<file path="config.mk">
export PLATFORM = sky130hd
export DESIGN_NAME = lpl_top
export DESIGN_NICKNAME = d
export VERILOG_FILES = /design/src/rtl/lpl_pkg.sv /design/src/rtl/lpl_lut_out.sv /design/src/rtl/lpl_top.sv
export VERILOG_INCLUDE_DIRS = /design/src /design/src/rtl
export SDC_FILE = /design/constraint.sdc
export NUM_CORES = 1
export LEC_CHECK = 0
export BUFFER_PORTS_ARGS = -buffer_cell sky130_fd_sc_hd__buf_2
export CORE_UTILIZATION = 38
export CTS_CLUSTER_DIAMETER = 100
export CTS_CLUSTER_SIZE = 10
export DETAILED_ROUTE_END_ITERATION = 12
export PLACE_DENSITY = 0.57
export SLEW_MARGIN = 0
export SYNTH_ARGS = -nofsm -noshare
export SYNTH_HDL_FRONTEND = slang
export SYNTH_HIERARCHICAL = 1
export SYNTH_SLANG_ARGS = --single-unit
export TNS_END_PERCENT = 10
</file>
<file path="constraint.sdc">
create_clock -name CLK_SYS_I -period 3.8 [get_ports CLK_SYS_I]
set_input_delay 0.38 -clock CLK_SYS_I [delete_from_list [all_inputs] [get_ports CLK_SYS_I]]
set_output_delay 0.38 -clock CLK_SYS_I [all_outputs]
set_load 0.02 [all_outputs]
</file>
<file path="src/rtl/lpl_regs.svh">
// Register offsets, reset values, sizes and table and output indices of the low-bank lookup logic.
`ifndef LPL_REGS_SVH
`define LPL_REGS_SVH

// ----------------------------------------------------------------------------
// Register offsets
// ----------------------------------------------------------------------------
`define LPL_ADDR_A_PIN3_SINGLE 8'h27
`define LPL_ADDR_B_PIN11 8'h28
`define LPL_ADDR_A_PIN3_DUAL 8'h29
`define LPL_ADDR_B_PIN12 8'h2A
`define LPL_ADDR_A_PIN4 8'h2B

// ----------------------------------------------------------------------------
// Reset values and sizes
// ----------------------------------------------------------------------------
`define LPL_TABLE_RESET 8'h00
`define LPL_NUM_TABLES 5
`define LPL_NUM_OUTS 4
`define LPL_READ_MISS 8'h00

// ----------------------------------------------------------------------------
// Table and output indices
// ----------------------------------------------------------------------------
`define LPL_T_A_SINGLE 0
`define LPL_T_B_PIN11 1
`define LPL_T_A_DUAL 2
`define LPL_T_B_PIN12 3
`define LPL_T_A_PIN4 4
`define LPL_O_PIN3 0
`define LPL_O_PIN4 1
`define LPL_O_PIN11 2
`define LPL_O_PIN12 3

`endif

</file>
<file path="src/rtl/lpl_pkg.sv">
// Types shared by the low-bank lookup logic.
package lpl_pkg;

    // ------------------------------------------------------------------------
    // Logic mode of one low bank
    // ------------------------------------------------------------------------
    typedef enum logic [1:0] {
        LPL_MODE_OFF = 2'h0,
        LPL_MODE_2TO1 = 2'h1,
        LPL_MODE_3TO1 = 2'h2,
        LPL_MODE_3TO2 = 2'h3
    } lpl_mode_e;

    typedef logic [7:0] lpl_table_t;
    typedef logic [2:0] lpl_sel_t;

endpackage

</file>
<file path="src/rtl/lpl_lut_out.sv">
// One registered lookup output: picks a table bit by a 3-bit input code.
`timescale 1ns/100ps
`include "lpl_regs.svh"

module lpl_lut_out
(
    // Clock and reset
    input wire logic clk_i,
    input wire logic reset_i,
    // Lookup inputs
    input wire logic enable_i,
    input wire lpl_pkg::lpl_table_t table_i,
    input wire lpl_pkg::lpl_sel_t sel_i,
    // Pin drive
    output logic value_o,
    output logic drive_o
);
    import lpl_pkg::*;

    logic value_d;
    logic value_q;
    logic drive_d;
    logic drive_q;

    // ------------------------------------------------------------------------
    // Lookup
    // ------------------------------------------------------------------------

    // Bit n of the table answers input code n; a disabled output stays low.
    always_comb
    begin
        drive_d = enable_i;
        value_d = enable_i ? table_i[sel_i] : 1'b0;
    end

    // One register stage keeps the pin glitch free; the cost is one clock of lag.
    always_ff @(posedge clk_i)
    begin
        if (reset_i)
        begin
            value_q <= 1'b0;
            drive_q <= 1'b0;
        end
        else
        begin
            value_q <= value_d;
            drive_q <= drive_d;
        end
    end

    assign value_o = value_q;
    assign drive_o = drive_q;

    // ------------------------------------------------------------------------
    // Checks
    // ------------------------------------------------------------------------
    AST_LUT_FOLLOWS: assert property (@(posedge clk_i) disable iff (reset_i)
        enable_i |=> value_o == $past(table_i[sel_i]))
    else $error("Lookup output does not match table bit.");

    AST_LUT_IDLE_LOW: assert property (@(posedge clk_i) disable iff (reset_i)
        !enable_i |=> !value_o && !drive_o)
    else $error("Disabled lookup output is not quiet.");

endmodule

</file>
<file path="src/rtl/lpl_top.sv">
// Low-bank three-input lookup logic: truth-table registers and pin drive.
// Behaviour
// - Bank A 3-to-1: pin 3 from table 0x27.
// - Bank B 3-to-2: pin 11 from table 0x28.
// - Bank A 3-to-2: pin 3 from table 0x29.
// - Bank B 3-to-2: pin 12 from table 0x2A.
// - Table bit n answers input code n.
// - Pins 11, 12 evaluated together, own tables.
// - Tables act only in matching lookup mode.
// - Tables 0x28 to 0x2A reset to zero.
// - Single-output table at 0x27, resets zero.
// - Bank A 3-to-2: pin 4 from 0x2B.
`timescale 1ns/100ps
`include "lpl_regs.svh"

module lpl_top
(
    // Clock and reset
    input wire logic CLK_SYS_I,
    input wire logic RESET_I,
    // Register access port
    input wire logic [7:0] REG_ADDR_I,
    input wire logic [7:0] REG_WDATA_I,
    input wire logic REG_WR_I,
    input wire logic REG_RD_I,
    output logic [7:0] REG_RDATA_O,
    // Bank mode fields
    input wire lpl_pkg::lpl_mode_e BANK_A_LOW_LOGIC_MODE_I,
    input wire lpl_pkg::lpl_mode_e BANK_B_LOW_LOGIC_MODE_I,
    // Selecting pins
    input wire lpl_pkg::lpl_sel_t IO_A_LOW_SEL_I,
    input wire lpl_pkg::lpl_sel_t IO_B_LOW_SEL_I,
    // Lookup pin drive
    output logic [3:0] LUT_VALUE_O,
    output logic [3:0] LUT_DRIVE_O
);
    import lpl_pkg::*;

    // ------------------------------------------------------------------------
    // Address decode
    // ------------------------------------------------------------------------

    // Maps a register address to a table index; hit is low for unmapped ones.
    function automatic logic [3:0] table_index(input logic [7:0] addr);
        logic [7:0] off;
        off = addr - `LPL_ADDR_A_PIN3_SINGLE;
        if (addr >= `LPL_ADDR_A_PIN3_SINGLE && addr <= `LPL_ADDR_A_PIN4)
            table_index = {1'b1, off[2:0]};
        else
            table_index = 4'h0;
    endfunction

    lpl_table_t table_q [`LPL_NUM_TABLES];
    lpl_table_t table_d [`LPL_NUM_TABLES];
    logic [7:0] rdata_q;
    logic [7:0] rdata_d;
    logic [3:0] wr_idx;
    logic [3:0] rd_idx;

    assign wr_idx = table_index(REG_ADDR_I);
    assign rd_idx = table_index(REG_ADDR_I);

    // ------------------------------------------------------------------------
    // Truth-table registers
    // ------------------------------------------------------------------------

    // A write lands in the addressed table; writes elsewhere are dropped.
    always_comb
    begin
        for (int i = 0; i < `LPL_NUM_TABLES; i++)
        begin
            table_d[i] = table_q[i];
            if (REG_WR_I && wr_idx[3] && wr_idx[2:0] == 3'(i))
                table_d[i] = REG_WDATA_I;
        end
        rdata_d = rdata_q;
        if (REG_RD_I)
            rdata_d = rd_idx[3] ? table_q[rd_idx[2:0]] : `LPL_READ_MISS;
    end

    // Every table clears on reset so an enabled output starts low.
    always_ff @(posedge CLK_SYS_I)
    begin
        if (RESET_I)
        begin
            for (int i = 0; i < `LPL_NUM_TABLES; i++)
                table_q[i] <= `LPL_TABLE_RESET;
            rdata_q <= `LPL_READ_MISS;
        end
        else
        begin
            for (int i = 0; i < `LPL_NUM_TABLES; i++)
                table_q[i] <= table_d[i];
            rdata_q <= rdata_d;
        end
    end

    assign REG_RDATA_O = rdata_q;

    // ------------------------------------------------------------------------
    // Output steering
    // ------------------------------------------------------------------------
    logic a_single;
    logic a_dual;
    logic b_dual;
    lpl_table_t out_table [`LPL_NUM_OUTS];
    lpl_sel_t out_sel [`LPL_NUM_OUTS];
    logic [3:0] out_en;

    // Only the lookup modes hand the tables to the pins.
    assign a_single = BANK_A_LOW_LOGIC_MODE_I == LPL_MODE_3TO1;
    assign a_dual = BANK_A_LOW_LOGIC_MODE_I == LPL_MODE_3TO2;
    assign b_dual = BANK_B_LOW_LOGIC_MODE_I == LPL_MODE_3TO2;

    // Pin 3 swaps tables with the mode; pin 11 and 12 share one select code.
    always_comb
    begin
        out_table[`LPL_O_PIN3] = a_dual ? table_q[`LPL_T_A_DUAL] : table_q[`LPL_T_A_SINGLE];
        out_sel[`LPL_O_PIN3] = IO_A_LOW_SEL_I;
        out_en[`LPL_O_PIN3] = a_single | a_dual;
        out_table[`LPL_O_PIN4] = table_q[`LPL_T_A_PIN4];
        out_sel[`LPL_O_PIN4] = IO_A_LOW_SEL_I;
        out_en[`LPL_O_PIN4] = a_dual;
        out_table[`LPL_O_PIN11] = table_q[`LPL_T_B_PIN11];
        out_sel[`LPL_O_PIN11] = IO_B_LOW_SEL_I;
        out_en[`LPL_O_PIN11] = b_dual;
        out_table[`LPL_O_PIN12] = table_q[`LPL_T_B_PIN12];
        out_sel[`LPL_O_PIN12] = IO_B_LOW_SEL_I;
        out_en[`LPL_O_PIN12] = b_dual;
    end

    // All four outputs register on the same edge, so pins 11 and 12 never skew.
    for (genvar g = 0; g < `LPL_NUM_OUTS; g++)
    begin : g_out
        lpl_lut_out u_lut
        (
            .clk_i(CLK_SYS_I),
            .reset_i(RESET_I),
            .enable_i(out_en[g]),
            .table_i(out_table[g]),
            .sel_i(out_sel[g]),
            .value_o(LUT_VALUE_O[g]),
            .drive_o(LUT_DRIVE_O[g])
        );
    end

    // ------------------------------------------------------------------------
    // Checks
    // ------------------------------------------------------------------------
    // Pin checks compare against the table one clock back, matching the output stage.
    AST_PIN3_SINGLE: assert property (@(posedge CLK_SYS_I) disable iff (RESET_I)
        a_single |=> LUT_VALUE_O[0] == $past(table_q[0][IO_A_LOW_SEL_I]) && LUT_DRIVE_O[0])
    else $error("Pin 3 wrong in single-output mode.");

    AST_PIN11_DUAL: assert property (@(posedge CLK_SYS_I) disable iff (RESET_I)
        b_dual |=> LUT_VALUE_O[2] == $past(table_q[1][IO_B_LOW_SEL_I]))
    else $error("Pin 11 wrong in dual-output mode.");

    AST_PIN3_DUAL: assert property (@(posedge CLK_SYS_I) disable iff (RESET_I)
        a_dual |=> LUT_VALUE_O[0] == $past(table_q[2][IO_A_LOW_SEL_I]))
    else $error("Pin 3 wrong in dual-output mode.");

    AST_PIN12_DUAL: assert property (@(posedge CLK_SYS_I) disable iff (RESET_I)
        b_dual |=> LUT_VALUE_O[3] == $past(table_q[3][IO_B_LOW_SEL_I]))
    else $error("Pin 12 wrong in dual-output mode.");

    AST_B_TOGETHER: assert property (@(posedge CLK_SYS_I) disable iff (RESET_I)
        b_dual |=> LUT_DRIVE_O[2] && LUT_DRIVE_O[3])
    else $error("Pins 11 and 12 not driven together.");

    AST_OFF_QUIET: assert property (@(posedge CLK_SYS_I) disable iff (RESET_I)
        !a_single && !a_dual |=> LUT_VALUE_O[1:0] == 2'h0 && LUT_DRIVE_O[1:0] == 2'h0)
    else $error("Bank A pins driven outside lookup modes.");

    AST_RESET_ZERO: assert property (@(posedge CLK_SYS_I)
        RESET_I |=> table_q[1] == 8'h00 && table_q[2] == 8'h00 && table_q[3] == 8'h00)
    else $error("Table not cleared by reset.");

    AST_SINGLE_RESET: assert property (@(posedge CLK_SYS_I)
        RESET_I |=> table_q[0] == 8'h00)
    else $error("Single-output table not cleared by reset.");

    AST_PIN4_DUAL: assert property (@(posedge CLK_SYS_I) disable iff (RESET_I)
        a_dual |=> LUT_VALUE_O[1] == $past(table_q[4][IO_A_LOW_SEL_I]))
    else $error("Pin 4 wrong in dual-output mode.");

    AST_WRITE_SHOWS: assert property (@(posedge CLK_SYS_I) disable iff (RESET_I)
        REG_WR_I && REG_ADDR_I == 8'h29 && a_dual ##1 a_dual && IO_A_LOW_SEL_I == 3'h0
        |=> LUT_VALUE_O[0] == $past(REG_WDATA_I[0], 2))
    else $error("Table write not reflected on pin within one clock.");

    // Outputs that a mode leaves unused must stay released, so no pin is fought over.
    AST_B_OFF_QUIET: assert property (@(posedge CLK_SYS_I) disable iff (RESET_I)
        !b_dual |=> LUT_VALUE_O[3:2] == 2'h0 && LUT_DRIVE_O[3:2] == 2'h0)
    else $error("Bank B pins driven outside lookup mode.");

    AST_PIN4_SINGLE_OFF: assert property (@(posedge CLK_SYS_I) disable iff (RESET_I)
        a_single |=> !LUT_VALUE_O[1] && !LUT_DRIVE_O[1])
    else $error("Pin 4 driven in single-output mode.");

    AST_A_DUAL_DRIVE: assert property (@(posedge CLK_SYS_I) disable iff (RESET_I)
        a_dual |=> LUT_DRIVE_O[1:0] == 2'h3)
    else $error("Pins 3 and 4 not driven in dual-output mode.");

    // A host write must land in its own table on the next edge.
    AST_SINGLE_WRITE: assert property (@(posedge CLK_SYS_I) disable iff (RESET_I)
        REG_WR_I && REG_ADDR_I == `LPL_ADDR_A_PIN3_SINGLE |=> table_q[`LPL_T_A_SINGLE] == $past(REG_WDATA_I))
    else $error("Write to the single-output table lost.");

    AST_PIN11_WRITE: assert property (@(posedge CLK_SYS_I) disable iff (RESET_I)
        REG_WR_I && REG_ADDR_I == `LPL_ADDR_B_PIN11 |=> table_q[`LPL_T_B_PIN11] == $past(REG_WDATA_I))
    else $error("Write to the pin 11 table lost.");

    AST_PIN12_WRITE: assert property (@(posedge CLK_SYS_I) disable iff (RESET_I)
        REG_WR_I && REG_ADDR_I == `LPL_ADDR_B_PIN12 |=> table_q[`LPL_T_B_PIN12] == $past(REG_WDATA_I))
    else $error("Write to the pin 12 table lost.");

    COV_A_SINGLE: cover property (@(posedge CLK_SYS_I) a_single ##1 LUT_VALUE_O[0]);
    COV_A_DUAL: cover property (@(posedge CLK_SYS_I) a_dual ##1 LUT_VALUE_O[1]);
    COV_B_DUAL: cover property (@(posedge CLK_SYS_I) b_dual ##1 LUT_VALUE_O[2] && LUT_VALUE_O[3]);
    COV_READ: cover property (@(posedge CLK_SYS_I) REG_RD_I && REG_ADDR_I == 8'h2A);

endmodule

</file>
# Word-level counts from Yosys, hierarchy flattened
# Memory sizes are Yosys's and may differ from the RTL's.
# Index checks and enable logic that the tools add are counted.
totals:
  reg_bits: 15
  latch_bits: 0
  ramBits: 40
  romBits: 0
  input_bits: 30
  output_inout_bits: 16
  elab_cells: 65
  memories: 1
classes:
  add_sub_neg: 1
  mul: 0
  div: 0
  order_cmp: 4
  eq_ne: 7
  n_shift: 0
  n_mux: 24
  bitwise_logic: 9
  n_reduce_logical: 11
mem_list:
  columns: ["name", "depth", "width", "read_ports", "rd_ports_with_merged_regs", "write_ports", "line", "source"]
  rows:
  - ["table_q", 5, 8, 6, 0, 5, "lpl_top.sv:53", "lpl_table_t table_q [`LPL_NUM_TABLES];"]
ops:
  columns: ["operator", "count"]
  rows:
  - ["$mux 8", 12]
  - ["$bmux 1 s3", 4]
  - ["$ge 8x6->1 const B", 1]
  - ["$le 8x6->1 const B", 1]
  - ["$lt 3x4->1 const B", 2]
  - ["$logic_and 1x1->1", 7]
  - ["$mux 1", 7]
  - ["$eq 2x2->1 const B", 3]
  - ["$eq 3x2->1 const B", 2]
  - ["$or 1x1->1", 6]
  - ["$reduce_or 2->1", 3]
  - ["$mux 4", 1]
  - ["$eq 3x1->1 const B", 1]
  - ["$eq 3x3->1 const B", 1]
  - ["$logic_not 3->1", 1]
  - ["$not 1->1", 3]
  - ["$sub 3x3->3 const B", 1]

# Logic depth before layout (Yosys ltp)
depth:
  ltp_word: 7
  depth_mapped: 7
  mapped_depth_nobuf: 5

# Modules after synthesis
# Netlist, hierarchy kept.
modules_own_cells:
  columns: ["mod", "n_inst", "cells_per_inst", "area_each_um2", "seq_area_each_um2"]
  rows:
  - ["lpl_top", 1, 231, 2301.0, 960.9]
  - ["lpl_lut_out", 4, 7, 116.4, 40.0]

# Worst setup path before layout
# No wires, ideal clock.
synth_path:
  path_type: "in2reg"
  start: "input port BANK_A_LOW_LOGIC_MODE_I[0]"
  end: "register g_out[0].u_lut.value_q"
  setup_ns: 0.115
  arrival_time_ns: 1.823
  t_required_ns: 3.685
  path_slack_ns: 1.862
  stages: 5
  path_buffers: 0
  path_cell_list: "nand2_1 -> mux2_2 -> mux4_1 -> mux2_2 -> and2_1"
synth_lines:
  columns: ["element", "line", "source"]
  rows:
  - ["start: declaration", "lpl_top.sv:28", "input wire lpl_pkg::lpl_mode_e BANK_A_LOW_LOGIC_MODE_I,"]
  - ["end signal: assignment", "lpl_lut_out.sv:46", "value_q <= value_d;"]
  - ["end: declaration", "lpl_lut_out.sv:21", "logic value_q;"]

==> impl_metrics.ini <==
[sta]
timing_hold_violations_final = 0
rsz0062_at_grt = false
hold-worst-slack_ps = 325
final_period_minus_worst_setup_slack_ps = 2190
final_cycle_utilization_of_the_critical_path_pct = 57.7
tns_ps = 0
drv_slew = 0
setup_viol_count_final = 0
maxSlewHeadroom_pct = 38.0
skew_ps = 14.8
postLayoutSetupSlackWorst_ps = 1610
max_slew.worst_pin.slew_ps = 930
fmax_mhz = 456

[global_route]
grt_first_pass_wirelength_um = 10200
global_route.usage.total_pct = 17.7
grt_max_degree = 54
first_global_vias = 2048
antenna_found_initial = 0
globalRoute.totalOverflow = 0

[min_path]
min_to = g_out[0].u_lut/drive_o
hold_depth = 2
min-delay-start = BANK_A_LOW_LOGIC_MODE_I[1]
min_path_type = input pin to flop

[worst_setup_path]
worst-r2r-setup-slack_ps = 2150
timing.critical_path.slowest_stage_cell = sky130_fd_sc_hd__ha_1
worst-path-buf-inv = 1
critPathRequiredTime_ps = 3960
cp_cell_sequence = buf_2, ha_1, nor2b_1, o2111ai_2, mux2i_1, nor2_1
path_depth = 6
r2r-end = g_out[0].u_lut/value_o
critPathTopFamily = adder cells
critical_path.startpoint = REG_ADDR_I[0]
cp.arrival_ps = 2350
setup.worst_path.start_class = input pin
timing.reg2reg.worst_path_depth = 4
r2r-start = table_q[2][1]
critical_path.max_stage_delay_ps = 470
critPathMaxFanout = 27
worst-setup-path-type = input pin to flop
endpoint_kind = flop

[synthesis]
syn_inst = 259
mappedNetlistArea_um2 = 2770
netlist-cell-type-count = 32
number_of_warnings_issued_by_yosys = 6
synth.avg_cell_area_um2 = 10.7
synth.net_count = 290
yosys_register_bits = 56
yosysSeqAreaShare_pct = 40.5

[final_layout]
layout_commonest_cell = sky130_fd_sc_hd__dfxtp_1
design.final.nets = 328
layout_common_cells = 56 x sky130_fd_sc_hd__dfxtp_1, 45 x sky130_fd_sc_hd__buf_2, 43 x sky130_fd_sc_hd__nor2_1
num_antenna_cells = 0
flow.area_growth_from_synthesis_pct = 14.7
post_route_cells_drive_above_1_share_pct = 26.5
final_util_pct = 46.0

[clock_tree]
clock_tree.buffer_depth = 2
depth_of_the_cts_h_tree = 2
cts_tree = built
clock_sink_count = 56
worst_skew_pair.late_latency_ps = 310
count_of_cells_resized_by_post_cts_repair = 0
cts_made_buffers = 5
cts.clk_slew.worst_paths_ps = 110
clockRootBuffer = sky130_fd_sc_hd__clkbuf_8
holdBufCountCts = 0
post-cts-setup-buffers = 0

[floorplanning]
die_w_um = 87.3
core_region_area_um2 = 6910
die_area_um2 = 7620
effective_utilization_at_floorplan_pct = 40.1
die_h_um = 87.3
num_rows = 30
pin_count = 46

[route]
drt_iter0_markers = 70
drt_pre_antenna_iters = 4
route.vias.total = 2098
drt_wl_total_um = 6400
antenna_left = 0
vias_per_cell = 5.32
routed_wire_length_per_instance_um = 16.2
remaining_drc_errors = 0

[power_and_ir_drop]
cellPowerDensity_nw_per_um2 = 342
p_leak_nw = 1.51
power.ir.vdd_worst_mv = 0.205
fin_total_pwr_mw = 1.09

[run_status]
run_status = complete, no violations

[placed_design]
place_ws_ps = 1270
place_congestion = 0.747
hpwlAfterDp_um = 4770
port-buffer-count = 45

[job]
timing.max_cap.violations = 0
-- metal layers --
layer  global-route usage (%)  up-vias  part of all wire, %
met5                        0        -                    0
met4                     4.47        0                 0.48
met3                     3.13        2                  3.8
met2                     30.5       37                   51
met1                     22.9     1016                   45
li1                         -     1043                    -
-- report_power, final --
group / internal [mW] / switching [mW] / total, mW
sequential: 0.589 / 0.000874 / 0.590
combinational: 0.0319 / 0.0524 / 0.0843
clock: 0.216 / 0.195 / 0.411
total: 0.837 / 0.248 / 1.09
-- sequential cells by signal, summed over array words and instances (netlist names) --
register	count
table_q	40
g_out.u_lut/drive_o	4
g_out.u_lut/value_o	4
REG_RDATA_O	8
-- cell type report --
class,instances,area [um^2]
clock inverters,2,38.8
flip-flops and latches,56,1120
inverters,1,3.75
clock buffers,6,82.6
fillers,704,3730
well taps,96,120
multi-input cells,188,1580
repair buffers,45,225
-- worst max path at each step --
stage,end,slack [ps]
after floorplan,g_out[0].u_lut/value_o,1860
after global placement,table_q[3][1],1260
after detailed placement,table_q[3][7],1270
after CTS,table_q[3][0],1600
after global routing,table_q[3][6],1420
final,table_q[0][5],1610
-- per-stage QoR --
step | cell area [um^2] | std cells
2_1_floorplan | 2770 | 259
3_3_place_gp | 3050 | 386
3_5_place_dp | 3050 | 386
4_1_cts | 3170 | 394
5_1_grt | 3170 | 394
6_report | 3170 | 394
-- synthesized netlist by cell type --
cell type | number | share of area [%]
sky130_fd_sc_hd__mux2i_1 | 40 | 14
sky130_fd_sc_hd__buf_2 | 2 | 0.36
sky130_fd_sc_hd__o2111ai_2 | 3 | 1.6
sky130_fd_sc_hd__nor3b_1 | 1 | 0.27
sky130_fd_sc_hd__buf_1 | 1 | 0.14
sky130_fd_sc_hd__o22ai_1 | 7 | 1.6
sky130_fd_sc_hd__nor2b_1 | 22 | 5.0
sky130_fd_sc_hd__or2_2 | 1 | 0.23
sky130_fd_sc_hd__and2_1 | 6 | 1.4
sky130_fd_sc_hd__a211oi_1 | 7 | 1.9
sky130_fd_sc_hd__nand2b_1 | 1 | 0.23
sky130_fd_sc_hd__mux4_1 | 8 | 7.6
sky130_fd_sc_hd__a31oi_1 | 8 | 1.8
sky130_fd_sc_hd__nand3b_1 | 1 | 0.27
sky130_fd_sc_hd__o2111a_1 | 1 | 0.41
sky130_fd_sc_hd__nor2_1 | 43 | 5.8
sky130_fd_sc_hd__a21oi_1 | 1 | 0.18
sky130_fd_sc_hd__o32ai_1 | 8 | 2.5
sky130_fd_sc_hd__o221ai_1 | 1 | 0.32
sky130_fd_sc_hd__inv_1 | 1 | 0.14
sky130_fd_sc_hd__nand2_1 | 1 | 0.14
sky130_fd_sc_hd__buf_4 | 1 | 0.27
sky130_fd_sc_hd__nand4b_1 | 1 | 0.32
sky130_fd_sc_hd__clkbuf_1 | 10 | 1.4
sky130_fd_sc_hd__ha_1 | 1 | 0.45
sky130_fd_sc_hd__or4b_1 | 1 | 0.36
sky130_fd_sc_hd__nor4b_4 | 1 | 0.86
sky130_fd_sc_hd__nand4_2 | 1 | 0.45
sky130_fd_sc_hd__o211ai_1 | 1 | 0.27
sky130_fd_sc_hd__dfxtp_1 | 56 | 41
sky130_fd_sc_hd__mux2_2 | 20 | 8.1
sky130_fd_sc_hd__and3b_1 | 2 | 0.63
-- cell families (layout without fill, tap and decap cells) --
| family | after synthesis | count (layout) | share of synthesized area, % |
|---|---|---|---|
| adders and majority gates | 1 | 1 | 0.452 |
| muxes | 68 | 68 | 30.2 |
| and+or+nand+nor | 82 | 82 | 15.9 |
| DFF | 56 | 56 | 40.5 |
| AOI/OAI and AO/OA | 37 | 37 | 10.6 |
| buffers and inverters | 15 | 54 | 2.26 |
(Power assumes the default switching activity.)
